$ cat config.mk
export PLATFORM = sky130hd
export DESIGN_NAME = dps_param_bank
export DESIGN_NICKNAME = d
export VERILOG_FILES = /design/src/rtl/dps_pkg.sv /design/src/rtl/dps_param_bank.sv
export SDC_FILE = /design/constraint.sdc
export NUM_CORES = 1
export LEC_CHECK = 0
export ABC_AREA = 1
export BUFFER_PORTS_ARGS = -buffer_cell sky130_fd_sc_hd__buf_2
export CORE_ASPECT_RATIO = 0.6
export CORE_MARGIN = 5
export CORE_UTILIZATION = 45
export CTS_BUF_LIST = sky130_fd_sc_hd__clkbuf_8
export DETAILED_ROUTE_END_ITERATION = 10
export HOLD_SLACK_MARGIN = 0.15
export PLACE_DENSITY = 0.75
export SKIP_LAST_GASP = 1
export SYNTH_ARGS = -nofsm -noshare
export SYNTH_HDL_FRONTEND = slang
export SYNTH_SLANG_ARGS = --single-unit
$ cat constraint.sdc
create_clock -name sys_clk_i -period 1.9 [get_ports sys_clk_i]
set_clock_uncertainty 0.2 [all_clocks]
set_input_delay 0.19 -clock sys_clk_i [delete_from_list [all_inputs] [get_ports sys_clk_i]]
set_output_delay 0.19 -clock sys_clk_i [all_outputs]
set_load 0.005 [all_outputs]
$ cat src/rtl/dps_pkg.sv
package dps_pkg;

  // ------------------------------------------------------------
  // register map (byte addresses, one word each)
  // ------------------------------------------------------------
  localparam logic [7:0] OFF_POS_INV  = 8'h00;
  localparam logic [7:0] OFF_POS_SCL  = 8'h04;
  localparam logic [7:0] OFF_TRQ_INV  = 8'h08;
  localparam logic [7:0] OFF_TRQ_SCL  = 8'h0c;
  localparam logic [7:0] OFF_ACC_SCL  = 8'h10;
  localparam logic [7:0] OFF_ACC_MULT = 8'h14;
  localparam logic [7:0] OFF_STATUS   = 8'h18;

  // ------------------------------------------------------------
  // writable bit masks and reset values
  // ------------------------------------------------------------
  localparam logic [15:0] MASK_POS_INV = 16'h000f;
  localparam logic [15:0] MASK_TRQ_INV = 16'h0007;
  localparam logic [15:0] MASK_POS_SCL = 16'h00cf;
  localparam logic [15:0] MASK_TRQ_SCL = 16'h004f;
  localparam logic [15:0] MASK_ACC_SCL = 16'h007f;
  localparam logic [15:0] RST_WORD     = 16'h0000;
  localparam logic [15:0] ACC_MULT_VAL = 16'h0001;

  // ------------------------------------------------------------
  // field positions
  // ------------------------------------------------------------
  localparam int BIT_CMD      = 0;
  localparam int BIT_ADD      = 1;
  localparam int BIT_FB1      = 2;
  localparam int BIT_FB2      = 3;
  localparam int BIT_PARAM    = 3;
  localparam int BIT_UNIT     = 4;
  localparam int BIT_TIME     = 5;
  localparam int BIT_LOAD     = 6;
  localparam int BIT_MODULO   = 7;
  localparam int BIT_REJECTED = 0;

  typedef enum logic [1:0] {
    DPS_LINK_INIT,
    DPS_LINK_PREOP,
    DPS_LINK_SAFEOP,
    DPS_LINK_OP
  } dps_link_t;

  typedef struct packed {
    logic signed [31:0] cmd;
    logic signed [31:0] add;
    logic signed [31:0] fb1;
    logic signed [31:0] fb2;
  } dps_pos_vals_t;

  typedef struct packed {
    logic signed [15:0] cmd;
    logic signed [15:0] add;
    logic signed [15:0] fb;
  } dps_trq_vals_t;

  typedef struct packed {
    logic [2:0] method;
    logic       param;
    logic       unit_alt;
    logic       time_alt;
    logic       load_ref;
    logic       modulo;
  } dps_scale_t;

endpackage

$ cat src/rtl/dps_param_bank.sv
// The implementer's own choices: the register offsets and register access over APB.
`timescale 1ns/1ns
// What this block does
// - position word inverts cmd, additive, feedback 1/2
// - bit one inverts value, zero passes
// - torque word inverts cmd, additive, feedback
// - position method: none, linear, rotary
// - bit 3 selects preferred or parameter scaling
// - position bit4, bit5, 8-15 reserved
// - bit 6 selects motor shaft or load
// - position bit 7 absolute or modulo
// - torque method percentage; bits 4,5,7-15 reserved
// - acceleration method codes incl. ramp time
// - acceleration bit 5 selects time unit
// - acceleration multiplier fixed read-only one
module dps_param_bank (
  input  wire logic                   sys_clk_i,
  input  wire logic                   rstn_i,
  input  wire logic                   psel_i,
  input  wire logic                   penable_i,
  input  wire logic                   pwrite_i,
  input  wire logic [7:0]             paddr_i,
  input  wire logic [31:0]            pwdata_i,
  output logic      [31:0]            prdata_o,
  output logic                        pready_o,
  output logic                        pslverr_o,
  input  wire dps_pkg::dps_link_t     link_state_i,
  input  wire dps_pkg::dps_pos_vals_t pos_in_i,
  input  wire dps_pkg::dps_trq_vals_t trq_in_i,
  output dps_pkg::dps_pos_vals_t      pos_out_o,
  output dps_pkg::dps_trq_vals_t      trq_out_o,
  output dps_pkg::dps_scale_t         pos_cfg_o,
  output dps_pkg::dps_scale_t         trq_cfg_o,
  output dps_pkg::dps_scale_t         acc_cfg_o
);
  import dps_pkg::*;

  // ------------------------------------------------------------
  // bus decode
  // ------------------------------------------------------------
  logic        setup;
  logic        access;
  logic        mapped;
  logic        wr_ok;
  logic        wr_rej;
  logic [15:0] wdat;

  assign setup     = psel_i && !penable_i;
  assign access    = psel_i && penable_i;
  assign wdat      = pwdata_i[15:0];
  assign mapped    = (paddr_i == OFF_POS_INV) || (paddr_i == OFF_POS_SCL) || (paddr_i == OFF_TRQ_INV) ||
                     (paddr_i == OFF_TRQ_SCL) || (paddr_i == OFF_ACC_SCL) || (paddr_i == OFF_ACC_MULT) ||
                     (paddr_i == OFF_STATUS);
  // status and the fixed multiplier are not gated by link state
  assign wr_ok     = access && pwrite_i && (link_state_i == DPS_LINK_PREOP);
  assign wr_rej    = access && pwrite_i && (link_state_i != DPS_LINK_PREOP) && mapped &&
                     (paddr_i != OFF_STATUS) && (paddr_i != OFF_ACC_MULT);
  // no wait state; read data comes from a flop loaded in setup
  assign pready_o  = access;
  assign pslverr_o = access && !mapped;

  // ------------------------------------------------------------
  // parameter words
  // ------------------------------------------------------------
  logic [15:0] pos_inv_r, pos_inv_nxt;
  logic [15:0] pos_scl_r, pos_scl_nxt;
  logic [15:0] trq_inv_r, trq_inv_nxt;
  logic [15:0] trq_scl_r, trq_scl_nxt;
  logic [15:0] acc_scl_r, acc_scl_nxt;
  logic        rej_r,     rej_nxt;
  logic [31:0] rdata_r,   rdata_nxt;

  always_comb begin
    pos_inv_nxt = pos_inv_r;
    pos_scl_nxt = pos_scl_r;
    trq_inv_nxt = trq_inv_r;
    trq_scl_nxt = trq_scl_r;
    acc_scl_nxt = acc_scl_r;
    rej_nxt     = rej_r;
    if (wr_ok) begin
      case (paddr_i)
        OFF_POS_INV: pos_inv_nxt = wdat & MASK_POS_INV;
        OFF_POS_SCL: pos_scl_nxt = wdat & MASK_POS_SCL;
        OFF_TRQ_INV: trq_inv_nxt = wdat & MASK_TRQ_INV;
        OFF_TRQ_SCL: trq_scl_nxt = wdat & MASK_TRQ_SCL;
        OFF_ACC_SCL: acc_scl_nxt = wdat & MASK_ACC_SCL;
        default: ;
      endcase
    end
    // write-one clears the sticky flag, a new rejection wins
    if (access && pwrite_i && (paddr_i == OFF_STATUS) && pwdata_i[BIT_REJECTED]) begin
      rej_nxt = 1'b0;
    end
    if (wr_rej) begin
      rej_nxt = 1'b1;
    end
  end

  always_comb begin
    rdata_nxt = rdata_r;
    if (setup) begin
      case (paddr_i)
        OFF_POS_INV:  rdata_nxt = {16'h0000, pos_inv_r};
        OFF_POS_SCL:  rdata_nxt = {16'h0000, pos_scl_r};
        OFF_TRQ_INV:  rdata_nxt = {16'h0000, trq_inv_r};
        OFF_TRQ_SCL:  rdata_nxt = {16'h0000, trq_scl_r};
        OFF_ACC_SCL:  rdata_nxt = {16'h0000, acc_scl_r};
        OFF_ACC_MULT: rdata_nxt = {16'h0000, ACC_MULT_VAL};
        OFF_STATUS:   rdata_nxt = {28'h0000000, link_state_i, 1'b0, rej_r};
        default:      rdata_nxt = 32'h00000000;
      endcase
    end
  end

  always_ff @(posedge sys_clk_i or negedge rstn_i) begin
    if (!rstn_i) begin
      pos_inv_r <= RST_WORD;
      pos_scl_r <= RST_WORD;
      trq_inv_r <= RST_WORD;
      trq_scl_r <= RST_WORD;
      acc_scl_r <= RST_WORD;
      rej_r     <= 1'b0;
      rdata_r   <= 32'h00000000;
    end else begin
      pos_inv_r <= pos_inv_nxt;
      pos_scl_r <= pos_scl_nxt;
      trq_inv_r <= trq_inv_nxt;
      trq_scl_r <= trq_scl_nxt;
      acc_scl_r <= acc_scl_nxt;
      rej_r     <= rej_nxt;
      rdata_r   <= rdata_nxt;
    end
  end

  assign prdata_o = rdata_r;

  // ------------------------------------------------------------
  // scaling decode
  // ------------------------------------------------------------
  function automatic dps_scale_t decode(input logic [15:0] w);
    dps_scale_t s;
    s.method   = w[2:0];
    s.param    = w[BIT_PARAM];
    s.unit_alt = w[BIT_UNIT];
    s.time_alt = w[BIT_TIME];
    s.load_ref = w[BIT_LOAD];
    s.modulo   = w[BIT_MODULO];
    return s;
  endfunction

  // masks already cleared reserved bits, so decode sees zeros there
  assign pos_cfg_o = decode(pos_scl_r);
  assign trq_cfg_o = decode(trq_scl_r);
  assign acc_cfg_o = decode(acc_scl_r);

  // ------------------------------------------------------------
  // polarity path
  // ------------------------------------------------------------
  // two's complement negation; the most negative value maps to itself
  dps_pos_vals_t pos_out_r, pos_out_nxt;
  dps_trq_vals_t trq_out_r, trq_out_nxt;

  always_comb begin
    pos_out_nxt.cmd = pos_inv_r[BIT_CMD] ? -pos_in_i.cmd : pos_in_i.cmd;
    pos_out_nxt.add = pos_inv_r[BIT_ADD] ? -pos_in_i.add : pos_in_i.add;
    pos_out_nxt.fb1 = pos_inv_r[BIT_FB1] ? -pos_in_i.fb1 : pos_in_i.fb1;
    pos_out_nxt.fb2 = pos_inv_r[BIT_FB2] ? -pos_in_i.fb2 : pos_in_i.fb2;
    trq_out_nxt.cmd = trq_inv_r[BIT_CMD] ? -trq_in_i.cmd : trq_in_i.cmd;
    trq_out_nxt.add = trq_inv_r[BIT_ADD] ? -trq_in_i.add : trq_in_i.add;
    trq_out_nxt.fb  = trq_inv_r[BIT_FB1] ? -trq_in_i.fb  : trq_in_i.fb;
  end

  always_ff @(posedge sys_clk_i or negedge rstn_i) begin
    if (!rstn_i) begin
      pos_out_r <= '0;
      trq_out_r <= '0;
    end else begin
      pos_out_r <= pos_out_nxt;
      trq_out_r <= trq_out_nxt;
    end
  end

  assign pos_out_o = pos_out_r;
  assign trq_out_o = trq_out_r;
endmodule

Yosys cells after proc, flatten, opt, wreduce, memory -nomap -nowiden. Cells that the tools add are included. Widths: inputs -> output; s select.

Register bits: 234. Input port bits: 223. Output and inout port bits: 234. Word-level logic and storage cells: 67.

Add/sub/neg operators: 7. Equality and inequality tests: 10. Mux-type cells: 10. Reductions and logical operators: 26.

Operators with widths (number): $mux 32 (4); $neg 32->32 (4); $pmux 8 s7 (1); $mux 16 (3); $neg 16->16 (3); $eq 8x5->1 const B (3); $eq 8x4->1 const B (2); $ne 8x5->1 const B (2); $logic_and 1x1->1 (11); $reduce_and 2->1 (5); $eq 8x3->1 const B (1); $logic_not 8->1 (1); $logic_or 1x1->1 (6); $eq 2x1->1 const B (1); $logic_not 1->1 (2); $mux 1 (2); $ne 2x1->1 const B (1); $reduce_bool 2->1 (1).

Logic depth before layout (Yosys ltp).
Depth after elaboration: 11. Mapped depth: 10. Gate-level depth less buffers: 10.

Worst setup path before layout. OpenSTA, ideal clock, no wires.

Kind: input to register. Start point: input pos_in_i[33] in the netlist's numbering. End point: register pos_out_r, in the netlist pos_out_o[52]. Library setup time: 117 ps. Data arrival time: 1116 ps. Data required time: 1583 ps. Path slack: 467 ps. Stages: 9. Path buffers: 0. Path through: inv_1 > ha_1 > nand2_1 > nor2_1 > nand3_1 > o21ai_2 > nand2_1 > nand2_1 > nand2_1.

RTL lines: start, declared (line dps_param_bank.sv:28) `input wire dps_pkg::dps_pos_vals_t pos_in_i,`; end signal, assigned (line dps_param_bank.sv:178) `pos_out_r <= pos_out_nxt;`; end, declared (line dps_param_bank.sv:160) `dps_pos_vals_t pos_out_r, pos_out_nxt;`.

==> results.txt <==
The flow ran to the end, but the final reports show violations. The checks that failed: setup timing. The ratio of routed vias to standard cells came out at 5.22.

In the finished design, the share of the clock period the worst path needs comes to 1.03. No sink is reached through more buffers than the 3 on the longest clock path. The dominant register cell in the synthesized netlist is sky130_fd_sc_hd__dfrtp_1. The worst-case register-to-register setup slack came out at roughly 40 ps.

The placed wire-length estimate came out at 29,900 um. The synthesized design spends more area on one cell type than any other, namely sky130_fd_sc_hd__dfrtp_1. The path type of the worst min-delay path is input port to flip-flop.

The count of TritonRoute iterations in the first routing pass came out at 8. Across every metal layer, demand over resource in global routing totals 0.305. Summed over all cells, the static leakage comes to between 8 and 9 nW. Dividing total power by cell area gives a power density of 632 nW/um^2.

Setup repair after global routing could not meet its margin everywhere. The die covers 28,800 um^2. The area of combinational cells with multiple inputs is 5490 um^2.

The count of input and output buffers is 402. The clock insertion delay at the later pin of the skew report is 540 ps. The pin count of the biggest net entering global routing is 50. The net total in the final layout came out at 2,417. STA puts the critical path data arrival time at 2240 ps. In the final layout, the share of cells above drive strength 1 is 0.260. The H-tree was split into 2 levels. For this configuration, the core starts out at a cell density of 0.454. The final critical delay including setup and external delays came out at 1970 ps.

Sorting the synthesized cells by how often they occur yields 431 x sky130_fd_sc_hd__nand2_1, 221 x sky130_fd_sc_hd__nor2_1, 210 x sky130_fd_sc_hd__dfrtp_1. The post-synthesis cell count came out at 1,492. In this run the clock root is driven by a sky130_fd_sc_hd__clkbuf_8.

The startpoint type of the worst setup path is an input port. The count of nets left with antenna violations once routing finished came out at 0. The number of distinct library cell variants in the gate-level netlist after synthesis is 38. Signal routing reaches up to met4. The boundary pin count came out at 457.

The number of clock sinks is 210. In this run the standard cell core region covers 25,200 um^2. The starting DRC count in detailed routing came out at 1,312. After detailed routing, the wire length on met1 is around 18,000 um. The kind of end point of the critical path is a flip-flop.

The area fraction of the dominant cell type after synthesis came out at 0.460. The number of antenna violations at the first check in global routing came out at 3. The number of flops mapped to enable cells by yosys is 0. The wire length of the first global-routing pass came out at 70,900 um. The portion of the post-synthesis area used by sequential elements came out at 0.460. The routed wirelength normalized by instance count came out at roughly 18 um.

The routed wire length on met3 is 4820 um. The area added between synthesis and finish came out at 52.0%. The area of all placed cells without fillers came out at between 15,000 and 20,000 um^2. Fill cells in the final layout number about 1,900. The relative slew slack is 0.561. The global placer's final weighted congestion came out at 0.954. The number of hold violations in the final report came to 0. The slew of the pin with the lowest slew margin came out at 651 ps. TritonCTS built the clock tree.

The floorplan die width is 216 um. Across the run, the number of max-cap violations was 0. The count of warnings emitted by yosys is 0.

Clock-pin slew was measured on the worst setup and hold paths at 70 ps. By startpoint and endpoint, the worst setup path is classified as input port to flip-flop. After synthesis the netlist holds a flip-flop and latch count of 210. The final max-slew violation count came out at 0. The peak ir drop on the vdd network came out at approximately 0.00049 V. In this run the worst path has a maximum fanout of 4. The number of cell rows came out at 45. The remaining global-route overflow came out at 0. The setup violation total in the final timing report came out at 8.

Measured along the y axis, the die boundary spans 133 um. The number of global-route vias before repair came out at 13,100. The total detailed-routing wirelength came out at 46,300 um.

Across all setup checks in the final design, the least slack found is -65.7 ps. Yosys instantiated no cell more often than sky130_fd_sc_hd__nand2_1. At the worst endpoint, the required time is between 2000 and 2500 ps. The synthesized area per cell came out at 7.66 um^2. The async set-or-reset flop fraction in the synthesized netlist came out at 1.00. After detailed routing, the met2 layer carries 21,100 um of wire. Based on the critical path, the design can be clocked at up to 509 MHz.

The total power after layout is ~11 mW. The final sum of negative setup slack is -193 ps. The setup slack at placement came out at 69.2 ps. The post-synthesis cell area came out at 11,400 um^2.

Counting the buffers created by CTS gives 35. In the post-synthesis netlist, the biggest area contributors are sky130_fd_sc_hd__dfrtp_1 46%, sky130_fd_sc_hd__nand2_1 14%, sky130_fd_sc_hd__nor2_1 7.3%, sky130_fd_sc_hd__inv_1 5.4%, sky130_fd_sc_hd__xor2_1 4.7%. After detailed routing, the number of remaining DRC violations is 0.

The area of placed instances is 13,800 um^2. Detailed routing inserted a total of 13,300 vias. The footprint of the flip-flops and latches is 5260 um^2.
-- stage by stage --
stage	hold slack, ps	std cells	utilization
floorplan	-306	1521	-
detailed placement	-68.8	2217	0.549
finish	216	2542	0.690
global placement	-72.3	2217	0.549
global route	199	2542	0.690
CTS	-307	2528	0.679
-- routing by layer --
metal  GRT usage  vias to the layer above
li1            -                     6006
met2       0.495                      873
met1       0.382                     6177
met4       0.130                        0
met3      0.0938                      204
met5           0                        -
-- state kept, by name (all words and copies together) (netlist names) --
| signal | flops |
|---|---|
| prdata_o | 8 |
| pos_inv_r | 4 |
| trq_out_o | 48 |
| pos_scl_r | 6 |
| rej_r | 1 |
| trq_inv_r | 3 |
| trq_scl_r | 5 |
| pos_out_o | 128 |
| acc_scl_r | 7 |
-- placed cells by master (no fill, tap or decap), types with 21 or more instances in the layout --
cell and instances:
sky130_fd_sc_hd__nand2_1 425, sky130_fd_sc_hd__nand4_1 28, sky130_fd_sc_hd__buf_2 400, sky130_fd_sc_hd__o21ai_0 77, sky130_fd_sc_hd__dlygate4sd3_1 252, sky130_fd_sc_hd__xnor2_1 40, sky130_fd_sc_hd__clkbuf_8 45, sky130_fd_sc_hd__buf_4 21
sky130_fd_sc_hd__nand3_1 97, sky130_fd_sc_hd__dfrtp_1 208, sky130_fd_sc_hd__nor2_1 207, sky130_fd_sc_hd__inv_1 164, sky130_fd_sc_hd__xor2_1 61, sky130_fd_sc_hd__conb_1 30
-- layout make-up --
class,instances,area share
inverter,168,0.0365
clock inverter,15,0.00821
tap,329,0.0237
clock buffer,45,0.0357
sequential,210,0.303
antenna,3,0.000432
multi-input combinational,1091,0.316
timing repair buffer,681,0.277
-- worst max-delay path, stage by stage --
cell                            delay [ps]
sky130_fd_sc_hd__dlygate4sd3_1         540
sky130_fd_sc_hd__buf_2                 140
sky130_fd_sc_hd__nor2_1                130
sky130_fd_sc_hd__nand2_1               140
sky130_fd_sc_hd__nor2_4                170
sky130_fd_sc_hd__nand2_2                90
sky130_fd_sc_hd__o21ai_2               130
sky130_fd_sc_hd__xnor2_1               130
sky130_fd_sc_hd__dlygate4sd3_1         570
-- what timing repair did --
item                                    in CTS  in global routing
resized for setup                            0                 55
hold buffers                               251                  3
endpoints found under the setup margin       0                 40
buffers inserted                             0                 11
hold endpoints to repair                   420                 15
-- logic make-up after synthesis --
logic type / after synthesis / share of synthesized area
compound gates: 125 / 0.0648
xor+xnor: 101 / 0.0774
fa+ha+maj: 7 / 0.00767
buf+inv: 220 / 0.0849
flops: 210 / 0.460
other cells: 1 / 0.000328
simple gates: 828 / 0.305
-- report_power, final --
part	switching, mW	total (mW)	leakage, nW	internal (mW)
Clock	1.95	4.48	0.421	2.53
Sequential	0.0670	4.73	2.51	4.67
Combinational	0.946	1.76	5.95	0.812
-- worst paths after layout --
check                           cells past startpoint              to         start
worst min register to register                      2     prdata_o[0]   prdata_o[0]
worst min-delay path                                3   trq_out_o[39]  trq_in_i[39]
min in group asynchronous                           3   pos_out_o[79]        rstn_i
max in group asynchronous                           4    trq_out_o[4]        rstn_i
worst max-delay path                                9  pos_out_o[111]  pos_in_i[97]
worst max register to register                      4  pos_out_o[100]  pos_inv_r[0]
No activity file was read; power rests on OpenSTA's default activity.
